$ cat src/hdl/vcw_pkg.sv
// Purpose: shared constants and carrier types for the vertical crop window
// Assumes: APB with 32-bit data, register index times four is the address
// Notes: two output ports, each with its own crop settings
package vcw_pkg;
    // Bus geometry
    localparam int ADDR_W = 8;
    localparam int DATA_W = 32;
    localparam int IDX_W = 6;
    // Register indexes; byte address is index times four
    localparam logic [IDX_W-1:0] IDX_FIRST_LO = 6'h3A;
    localparam logic [IDX_W-1:0] IDX_FIRST_HI = 6'h3B;
    localparam logic [IDX_W-1:0] IDX_LAST_LO = 6'h3C;
    localparam logic [IDX_W-1:0] IDX_LAST_HI = 6'h3D;
    localparam logic [IDX_W-1:0] IDX_CTRL = 6'h30;
    localparam logic [IDX_W-1:0] IDX_STATUS = 6'h31;
    // Field layout
    localparam int POS_W = 13;
    localparam int LO_W = 8;
    localparam int HI_W = 5;
    localparam int CTRL_SEL_BIT = 0;
    localparam int CTRL_SPLIT_BIT = 1;
    localparam int CTRL_EN_BIT = 2;
    // Reset values
    localparam logic [POS_W-1:0] POS_RST = 13'h0000;
    localparam logic CTRL_RST = 1'h0;
    // Video stream
    localparam int PIX_W = 24;
    localparam int NPORT = 2;
    localparam int FIFO_DEPTH = 16;

    typedef struct packed {
        logic sof;              // First beat of a frame
        logic eol;              // Last active pixel of a line
        logic pixel_valid;      // Active pixel
        logic [PIX_W-1:0] data; // Pixel value
    } vcw_beat_t;

    localparam int BEAT_W = $bits(vcw_beat_t);
endpackage

$ cat src/hdl/vcw_vcrop.sv
// Purpose: vertical crop window per output port, APB slave, input FIFO
// Assumes: core clock is the pixel clock; video source is synchronous
// Notes: lines outside the window keep timing but lose pixel_valid
//
// The APB register port was decided locally.
`timescale 1ns/10ps
`default_nettype none

// Plain ring FIFO; full and empty come from an occupancy count
module vcw_fifo #(
    parameter int WIDTH = 8,
    parameter int DEPTH = 16
) (
    input wire logic clk_i,               // Clock
    input wire logic arst_n_i,            // Async reset, active low
    input wire logic in_valid_i,          // Write request
    input wire logic [WIDTH-1:0] in_data_i, // Write data
    output logic in_ready_o,              // Not full
    output logic out_valid_o,             // Not empty
    output logic [WIDTH-1:0] out_data_o,  // Head word
    input wire logic out_ready_i          // Read accept
);
    localparam int AW = $clog2(DEPTH);

    logic [WIDTH-1:0] mem [DEPTH];
    logic [AW-1:0] wr_ptr, next_wr_ptr, rd_ptr, next_rd_ptr;
    logic [AW:0] count, next_count;
    logic push, pop;

    // Handshakes; pop only when a word is really there
    assign in_ready_o = (count != DEPTH[AW:0]);
    assign out_valid_o = (count != '0);
    assign out_data_o = mem[rd_ptr];
    assign push = in_valid_i && in_ready_o;
    assign pop = out_valid_o && out_ready_i;

    // Pointer and count update, wrapping at DEPTH
    always_comb begin
        next_wr_ptr = wr_ptr;
        next_rd_ptr = rd_ptr;
        next_count = count;
        if (push) begin
            next_wr_ptr = (wr_ptr == AW'(DEPTH - 1)) ? '0 : wr_ptr + 1'b1;
        end
        if (pop) begin
            next_rd_ptr = (rd_ptr == AW'(DEPTH - 1)) ? '0 : rd_ptr + 1'b1;
        end
        if (push && !pop) begin
            next_count = count + 1'b1;
        end else if (pop && !push) begin
            next_count = count - 1'b1;
        end
    end

    always_ff @(posedge clk_i or negedge arst_n_i) begin
        if (!arst_n_i) begin
            wr_ptr <= '0;
            rd_ptr <= '0;
            count <= '0;
        end else begin
            wr_ptr <= next_wr_ptr;
            rd_ptr <= next_rd_ptr;
            count <= next_count;
        end
    end

    // Storage needs no reset; contents are ignored while empty
    always_ff @(posedge clk_i) begin
        if (push) begin
            mem[wr_ptr] <= in_data_i;
        end
    end
endmodule

module vcw_vcrop #(
    parameter int DEPTH = vcw_pkg::FIFO_DEPTH
) (
    input wire logic core_clk_i,                        // Pixel clock
    input wire logic arst_n_i,                          // Async reset, low
    input wire logic psel_i,                            // APB select
    input wire logic penable_i,                         // APB enable
    input wire logic pwrite_i,                          // APB direction
    input wire logic [vcw_pkg::ADDR_W-1:0] paddr_i,     // APB address
    input wire logic [vcw_pkg::DATA_W-1:0] pwdata_i,    // APB write data
    input wire logic [3:0] pstrb_i,                     // APB byte strobes
    output logic [vcw_pkg::DATA_W-1:0] prdata_o,        // APB read data
    output logic pready_o,                              // APB ready
    output logic pslverr_o,                             // APB error
    input wire vcw_pkg::vcw_beat_t vid_i,               // Input beat
    input wire logic vid_valid_i,                       // Input valid
    output logic vid_ready_o,                           // Input ready
    output vcw_pkg::vcw_beat_t [vcw_pkg::NPORT-1:0] port_o, // Port beats
    output logic port_valid_o,                          // Port beats valid
    input wire logic port_ready_i                       // Ports accept
);
    localparam int NP = vcw_pkg::NPORT;
    localparam int PW = vcw_pkg::POS_W;

    // Settings per port, plus the shared port select and split mode
    logic [PW-1:0] first_line [NP];
    logic [PW-1:0] last_line [NP];
    logic [NP-1:0] crop_en;
    logic [PW-1:0] next_first_line [NP];
    logic [PW-1:0] next_last_line [NP];
    logic [NP-1:0] next_crop_en;
    logic port_sel, next_port_sel;
    logic split_mode, next_split_mode;
    logic [vcw_pkg::DATA_W-1:0] next_prdata;

    // Bus decode
    logic [vcw_pkg::IDX_W-1:0] idx;
    logic mapped, setup, wr_en, rd_port;
    logic [NP-1:0] wr_port;

    // Stream path
    vcw_pkg::vcw_beat_t fifo_beat;
    logic fifo_valid, fifo_ready, pop;
    logic [PW-1:0] line_cnt, next_line_cnt, beat_line;
    vcw_pkg::vcw_beat_t [NP-1:0] next_port;
    logic next_port_valid;

    assign idx = paddr_i[vcw_pkg::ADDR_W-1:2];
    assign mapped = (paddr_i[1:0] == 2'h0) &&
        (idx == vcw_pkg::IDX_FIRST_LO || idx == vcw_pkg::IDX_FIRST_HI ||
         idx == vcw_pkg::IDX_LAST_LO || idx == vcw_pkg::IDX_LAST_HI ||
         idx == vcw_pkg::IDX_CTRL || idx == vcw_pkg::IDX_STATUS);

    // Zero wait states; error only on access to an unmapped word or an unaligned address
    assign pready_o = 1'b1;
    assign pslverr_o = psel_i && penable_i && !mapped;
    assign setup = psel_i && !penable_i;
    assign wr_en = psel_i && penable_i && pwrite_i && mapped && pstrb_i[0];

    // Writes reach only the selected port in split mode, both otherwise
    always_comb begin
        for (int p = 0; p < NP; p++) begin
            wr_port[p] = split_mode ? (port_sel == p[0]) : 1'b1;
        end
    end
    // Readback shows port 0 unless split mode selects otherwise
    assign rd_port = split_mode ? port_sel : 1'b0;

    // Register writes; bits above each field are dropped
    always_comb begin
        next_first_line = first_line;
        next_last_line = last_line;
        next_crop_en = crop_en;
        next_port_sel = port_sel;
        next_split_mode = split_mode;
        for (int p = 0; p < NP; p++) begin
            if (wr_en && wr_port[p]) begin
                unique case (idx)
                    vcw_pkg::IDX_FIRST_LO: begin
                        next_first_line[p][7:0] = pwdata_i[7:0];
                    end
                    vcw_pkg::IDX_FIRST_HI: begin
                        next_first_line[p][12:8] = pwdata_i[4:0];
                    end
                    vcw_pkg::IDX_LAST_LO: begin
                        next_last_line[p][7:0] = pwdata_i[7:0];
                    end
                    vcw_pkg::IDX_LAST_HI: begin
                        next_last_line[p][12:8] = pwdata_i[4:0];
                    end
                    vcw_pkg::IDX_CTRL: begin
                        next_crop_en[p] = pwdata_i[vcw_pkg::CTRL_EN_BIT];
                    end
                    default: begin
                    end
                endcase
            end
        end
        if (wr_en && idx == vcw_pkg::IDX_CTRL) begin
            next_port_sel = pwdata_i[vcw_pkg::CTRL_SEL_BIT];
            next_split_mode = pwdata_i[vcw_pkg::CTRL_SPLIT_BIT];
        end
    end

    // Read data is captured in the setup cycle, ready for the access
    always_comb begin
        next_prdata = prdata_o;
        if (setup) begin
            next_prdata = '0;
            unique case (idx)
                vcw_pkg::IDX_FIRST_LO: begin
                    next_prdata[7:0] = first_line[rd_port][7:0];
                end
                vcw_pkg::IDX_FIRST_HI: begin
                    next_prdata[4:0] = first_line[rd_port][12:8];
                end
                vcw_pkg::IDX_LAST_LO: begin
                    next_prdata[7:0] = last_line[rd_port][7:0];
                end
                vcw_pkg::IDX_LAST_HI: begin
                    next_prdata[4:0] = last_line[rd_port][12:8];
                end
                vcw_pkg::IDX_CTRL: begin
                    next_prdata[vcw_pkg::CTRL_SEL_BIT] = port_sel;
                    next_prdata[vcw_pkg::CTRL_SPLIT_BIT] = split_mode;
                    next_prdata[vcw_pkg::CTRL_EN_BIT] = crop_en[rd_port];
                end
                vcw_pkg::IDX_STATUS: begin
                    next_prdata[PW-1:0] = line_cnt;
                end
                default: begin
                end
            endcase
        end
    end

    always_ff @(posedge core_clk_i or negedge arst_n_i) begin
        if (!arst_n_i) begin
            for (int p = 0; p < NP; p++) begin
                first_line[p] <= vcw_pkg::POS_RST;
                last_line[p] <= vcw_pkg::POS_RST;
            end
            crop_en <= '0;
            port_sel <= vcw_pkg::CTRL_RST;
            split_mode <= vcw_pkg::CTRL_RST;
            prdata_o <= '0;
        end else begin
            first_line <= next_first_line;
            last_line <= next_last_line;
            crop_en <= next_crop_en;
            port_sel <= next_port_sel;
            split_mode <= next_split_mode;
            prdata_o <= next_prdata;
        end
    end

    // Input buffer absorbs short stalls of the port sink
    vcw_fifo #(
        .WIDTH(vcw_pkg::BEAT_W),
        .DEPTH(DEPTH)
    ) u_fifo (
        .clk_i(core_clk_i),
        .arst_n_i(arst_n_i),
        .in_valid_i(vid_valid_i),
        .in_data_i(vid_i),
        .in_ready_o(vid_ready_o),
        .out_valid_o(fifo_valid),
        .out_data_o(fifo_beat),
        .out_ready_i(fifo_ready)
    );

    // Output stage refills when empty or when its beat is taken
    assign fifo_ready = !port_valid_o || port_ready_i;
    assign pop = fifo_valid && fifo_ready;

    // Frame start beat belongs to line 0 whatever the old count was
    assign beat_line = fifo_beat.sof ? '0 : line_cnt;

    // Line count steps after the last active pixel of each line
    always_comb begin
        next_line_cnt = line_cnt;
        if (pop) begin
            next_line_cnt = beat_line +
                PW'(fifo_beat.pixel_valid && fifo_beat.eol);
        end
    end

    // Window test per port; outside it the beat keeps its slot, no pixel
    always_comb begin
        next_port = port_o;
        next_port_valid = port_valid_o;
        if (fifo_ready) begin
            next_port_valid = fifo_valid;
        end
        if (pop) begin
            for (int p = 0; p < NP; p++) begin
                next_port[p] = fifo_beat;
                if (crop_en[p] &&
                    (beat_line < first_line[p] ||
                     beat_line > last_line[p])) begin
                    next_port[p].pixel_valid = 1'b0;
                    next_port[p].data = '0;
                end
            end
        end
    end

    always_ff @(posedge core_clk_i or negedge arst_n_i) begin
        if (!arst_n_i) begin
            line_cnt <= '0;
            port_o <= '0;
            port_valid_o <= 1'b0;
        end else begin
            line_cnt <= next_line_cnt;
            port_o <= next_port;
            port_valid_o <= next_port_valid;
        end
    end
endmodule

`default_nettype wire

$ cat config.mk
export PLATFORM = sky130hd
export DESIGN_NAME = vcw_vcrop
export DESIGN_NICKNAME = d
export VERILOG_FILES = /design/src/hdl/vcw_pkg.sv /design/src/hdl/vcw_vcrop.sv
export SDC_FILE = /design/constraint.sdc
export NUM_CORES = 1
export LEC_CHECK = 0
export BUFFER_PORTS_ARGS = -buffer_cell sky130_fd_sc_hd__buf_4
export CAP_MARGIN = 0
export CORE_MARGIN = 2
export CORE_UTILIZATION = 30
export DETAILED_ROUTE_END_ITERATION = 8
export GPL_ROUTABILITY_DRIVEN = 0
export SYNTH_ARGS = -nofsm -noshare
export SYNTH_HDL_FRONTEND = slang
export SYNTH_SLANG_ARGS = --single-unit
$ cat constraint.sdc
create_clock -name core_clk_i -period 8.31 [get_ports core_clk_i]
set_input_delay 0.831 -clock core_clk_i [delete_from_list [all_inputs] [get_ports core_clk_i]]
set_output_delay 0.831 -clock core_clk_i [all_outputs]
set_load 0.02 [all_outputs]
## Word-level counts from Yosys, hierarchy flattened

Memories as Yosys holds them, arrays and structs flattened.
Cells that the tools add are included.

- Register bits: 148
- Bits in writable memories: 432
- Bits of input ports: 78
- Output and inout bits: 90
- Memories kept: 1

Memories:

| name | words | width | read ports | clocked after memory_dff | write ports | RTL line | source |
|---|---|---|---|---|---|---|---|
| u_fifo.mem | 16 | 27 | 1 | 0 | 1 | vcw_vcrop.sv:25 | `logic [WIDTH-1:0] mem [DEPTH];` |

- Add/sub/neg operators: 5
- Magnitude comparators: 6
- Equality and inequality tests: 9
- Mux-type cells: 24
- Bitwise gates (word level): 2
- Reduce and logical (&&, ||, !) cells: 43

Operators with widths:

| cell | number |
|---|---|
| 13-bit two-way mux | 7 |
| 25-bit two-way mux | 2 |
| 6-bit == test, second input constant | 6 |
| 13-bit greater-than comparator | 2 |
| 13-bit < comparator | 2 |
| 2-bit AND reduction | 10 |
| 3-bit case mux with 6 select lines | 1 |
| 1-bit logical AND | 17 |
| 5-bit two-way mux | 3 |
| 13-bit by 1-bit adder with 13-bit output | 1 |
| 2-bit case mux with 5 select lines | 1 |
| 3-bit case mux with 3 select lines | 1 |
| 4-bit by 1-bit adder with 4-bit output, second input constant | 2 |
| 4-bit == test, second input constant | 2 |
| 1-bit logical OR | 8 |
| 4-bit two-way mux | 2 |
| 1-bit two-way mux | 7 |
| 5-bit by 1-bit adder with 5-bit output, second input constant | 1 |
| 1-bit logical NOT | 5 |
| 5-bit != test, second input constant | 1 |
| 5-bit nonzero test | 1 |
| 5-bit by 1-bit subtractor with 5-bit output, second input constant | 1 |
| 2-bit greater-or-equal comparator, second input constant | 1 |
| 2-bit logical NOT | 1 |
| 4 further kinds | 4 |

## Depth between registers and ports, before layout

- Depth in word-level cells: 11
- Gate-level depth with buffers: 17

## Modules after synthesis

Synthesis repeated with hierarchy kept, for this count alone.

- Cell total of the unflattened synthesis: 1628
- Area, all modules: 25119.1 um2

Modules (own cells, without submodules):

| module | times used | cells an instance | area an instance (um2) |
|---|---|---|---|
| vcw_fifo | 1 | 818 | 17337.9 |
| vcw_vcrop | 1 | 810 | 7781.2 |

## Worst setup path after synthesis

OpenSTA, ideal clock, no wires.

- Kind: input-to-reg
- From: input port vid_valid_i
- To: memory u_fifo.mem[0][0] (netlist bit) (enable)
- Setup time: 0.445 ns
- Arrival time: 3.236 ns
- Setup slack: 4.629 ns
- Stages: 4
- Path buffers: 1
- Cells stage by stage: and2_1 -> clkbuf_1 -> nand2_1 -> nor3_1

- Cells in the longest elaborated chain, start to end: 3

Ends and longest elaborated chain:

| what | RTL line | source |
|---|---|---|
| from (decl) | vcw_vcrop.sv:90 | `input wire logic vid_valid_i,` |
| 1-bit logical AND | vcw_vcrop.sv:34 | `assign push = in_valid_i && in_ready_o;` |
| via u_fifo.push | vcw_vcrop.sv:28 | `logic push, pop;` |
| 1-bit two-way mux | vcw_vcrop.sv:69 | `if (push) begin` |
| 1-bit two-way mux (not written as such) | vcw_vcrop.sv:70 | `mem[wr_ptr] <= in_data_i;` |
| to (decl) | vcw_vcrop.sv:25 |  |

The timed path passes the listed nets, and every way through them passes these cells.

## Worst setup path in the final report

- From: register u_fifo.rd_ptr[1]
- To: register port_o[36] (netlist bit)

- Cells in the longest elaborated chain, start to end: 6
- Elaborated cells between the ends (all ways): 7
- Those cells by class: order compare (2); mux (2); reduce/logical (2); memory (1)

Ends and longest elaborated chain:

| what | RTL line | source |
|---|---|---|
| from (decl) | vcw_vcrop.sv:26 | `logic [AW-1:0] wr_ptr, next_wr_ptr, rd_ptr, next_rd_ptr;` |
| from (signal assigned) | vcw_vcrop.sv:62 | `rd_ptr <= next_rd_ptr;` |
| memory 16 x 27 bit * | - |  |
| 13-bit two-way mux | vcw_vcrop.sv:251 | `assign beat_line = fifo_beat.sof ? '0 : line_cnt;` |
| 13-bit < comparator / 13-bit greater-than comparator (equally long branches) | vcw_vcrop.sv:273, vcw_vcrop.sv:274 |  |
| 1-bit logical OR | vcw_vcrop.sv:273 | `(beat_line < first_line[p] \|\|` |
| 1-bit logical AND | vcw_vcrop.sv:272 | `if (crop_en[p] &&` |
| 25-bit two-way mux * | vcw_vcrop.sv:272 |  |
| to (signal assigned) | vcw_vcrop.sv:289 | `port_o <= next_port;` |
| to (decl) | vcw_vcrop.sv:92 | `output vcw_pkg::vcw_beat_t [vcw_pkg::NPORT-1:0] port_o,` |

Mark *: on every way between the ends. The rest lies on a longest branch, timed or not.
A chain may end at the register's enable or synchronous reset.

==> run metrics <==
maxcap violations=0; sequential cell area=0.01668 mm²; post-layout net count=approximately 1,800; crit-path cells=buf_4 > mux2i_1 > a22oi_2 > nand3_2 > and3_1 > ha_1 > and3_1 > nand3_1 > nor3_1 > a211o_1 > a31o_1 > o41ai_2 > o211ai_4 > buf_4 > o21ai_1; fraction of the mapped netlist area in simple logic gates=about 5.0%; Critical R2R Capture=port_o[36]; clock root cell=clkbuf_16; main combinational cell family by area after synthesis=multiplexers; Synth Area in Compound Gates=7.324%; post-synthesis cell type with the largest combined area=edfxtp_1; dpl ws=around 3300 ps; Synth top area share=~52%; design area=just under 0.03 mm²; required time of the worst setup path=between 8000 and 9000 ps; Seq cells post-synth=580; CP Class=reg -> reg; Synth Warn #=0; drt drc=0; Fin. Hold Viols=0; Die Y=293.3 µm; leakage=approximately 11 nW; area of the mapped netlist=around 0.025 mm²; Final Power=a little under 10 mW; total CTS buffers=66; die width=just under 300 µm; fmax=around 200 MHz; clock sinks=580; die area=0.08604 mm²; hpwl dp=approximately 40,000 µm; Worst-path clk slew=around 60 ps; Post-synth ARST share=between 20% and 30%; CP Capture Type=flop; setup violators final=0; clk_lat worst skew=~630 ps; Area growth syn-to-layout=17.50%; Worst Max-Slew Pin Slew=1128 ps; critical path's top delay family=simple AND/OR/NAND/NOR gates; top post-synthesis cells by area=edfxtp_1 (52%), dfrtp_1 (15%), mux4_2 (12%); IO Port Bufs=120; pwr/cell area=around 330 mW/mm²; drt first pass iters=5; DRT iter0 DRCs=~1,300; total grt overflow=0; Hold Crit Class=in -> async; vias in the first global route=roughly 15,000; worst setup margin=between 3000 and 4000 ps; Non-Filler Instances=around 2,800; normalized max-slew margin=24.11%; crit path DAT=approximately 5500 ps; Fillers=7,811; mux contribution to synthesized area=between 10 and 15%; Synth Area in Adders=2.661%; routed len/inst=~23 µm; RR Startpoint=u_fifo.rd_ptr[1]; Total Neg Setup Slack=0 ps; unrepaired setup endpoints after global routing=false; top-count cell post-synth=edfxtp_1; gate count of the mapped netlist=roughly 1,500; CP bufs+invs=2; core footprint=0.08329 mm²; Core Rows=106; CP max stage delay=between 600 and 700 ps; via count=between 10,000 and 15,000; placed insts=about 2,700; CTS tree=yes; clk buf depth=3; slowest cell on the critical path=buf_4; Multi-input gate area=roughly 0.0078 mm²; H-Tree Depth=3; Period Utilization, post-route=between 60% and 70%; number of gates resized after CTS=0; register-to-register setup slack=between 3000 and 4000 ps; antenna viol nets, final=0; fin util=around 35%; Worst VDD drop=between 0.2 and 0.25 mV; top_reg_cell synth=edfxtp_1; worst hold slack=between 300 and 400 ps; EDFF count, synth=between 400 and 500; Post-Route WL=64,700 µm; Tot GR Track Use=~15%; post-synthesis cell type count=80; post-synthesis xor/xnor area fraction=less than 1%; global-route wire length before repair=~96,000 µm; crit start category=flop; largest net degree at the start of global routing=between 100 and 150; Mean Syn Cell Area=around 16 µm²; hold buffer count at CTS=0; crit-path max FO=between 50 and 60; diode count=0; layout cells sized above 1=about 28%; clk_skew=38.49 ps; antenna violations before repair=6; sequential fraction of the synthesis area=between 60 and 70%; IO Pins=between 150 and 200; Slew Limit Fails=0; Tmin final=roughly 5000 ps; run status=finished, final reports clean; Post-synth top cells=edfxtp_1 (432), dfrtp_1 (148), nand2_1 (138); starting density of the core=30.15%; # Post-CTS Setup Buffers=0; cell count of the worst reg-to-reg path=15; vias per inst=5.081; DP Area=0.02731 mm²
-- where the power goes --
part,switching (mW),leakage [nW],total (mW),internal (mW)
logic,1.75,3.80,2.99,1.25
clock network,1.21,1.07,2.89,1.67
registers,0.244,5.76,3.74,3.50
total,3.20,10.6,9.62,6.42
-- cell families after synthesis --
logic type,count (synthesis)
simple gates,273
mux,200
compound gates,246
xor+xnor,17
fa+ha+maj,53
flops,580
buf+inv,177
other cells,2
-- worst max path at each step --
stage | startpoint | end | slack, ps | cells past startpoint
6_report | u_fifo.rd_ptr[1] | port_o[36] | 3320 | 15
5_1_grt | u_fifo.rd_ptr[1] | port_o[13] | 3050 | 12
3_3_place_gp | u_fifo.rd_ptr[1] | port_o[37] | 3330 | 15
4_1_cts | u_fifo.rd_ptr[1] | port_o[36] | 3270 | 15
2_1_floorplan | vid_valid_i | u_fifo.mem[0][0] | 4630 | 4
3_5_place_dp | u_fifo.rd_ptr[1] | port_o[37] | 3260 | 15
-- metal layers --
layer | vias up | track usage, % | part of all wire [%]
li1 | 6288 | - | -
met1 | 7451 | 19.82 | 43
met2 | 477 | 25.16 | 49
met3 | 111 | 2.859 | 5.7
met4 | 6 | 4.368 | 2.3
met5 | - | 0 | 0.054
-- final cells by class --
type,count,area share [%]
clock inverters,33,1.251
flip-flops and latches,580,56.54
inverters,83,1.056
repair buffers,151,3.854
clock buffers,85,6.187
multi-input cells,809,26.53
well taps,1080,4.580
-- sequential cells by signal, summed over array words and instances (netlist names) --
| signal | count |
|---|---|
| prdata_o | 13 |
| u_fifo.mem | 432 |
| port_sel | 1 |
| port_valid_o | 1 |
| u_fifo.wr_ptr | 4 |
| crop_en | 2 |
| u_fifo.rd_ptr | 4 |
| line_cnt | 13 |
| first_line | 26 |
| split_mode | 1 |
| u_fifo.count | 5 |
| port_o | 52 |
| last_line | 26 |
-- cells in the final DEF (no fill, tap or decap), types with 5 or more instances in the layout --
master     instances
o21ai_0           43
nand2_1          138
and2_1             6
ha_1              51
clkinv_2          10
a221oi_1          11
clkbuf_1          11
clkbuf_16         68
nand3_1           17
inv_1             81
xor2_1             5
a21oi_1           32
clkinv_1          11
a22oi_1           53
nand2b_1           6
clkbuf_8           6
conb_1            20
mux2_2            51
nor3_1            12
o211ai_1          28
nor4_1             5
edfxtp_1         432
and3_1            19
o21ai_2           20
buf_4            150
xnor2_1           12
nor2_1            23
mux2i_1           16
mux4_2           132
o21ai_1            5
dfrtp_1          146
a21o_1            10
nor2_4            13
nor2b_1           11
Power figures use the tool's default switching activity.
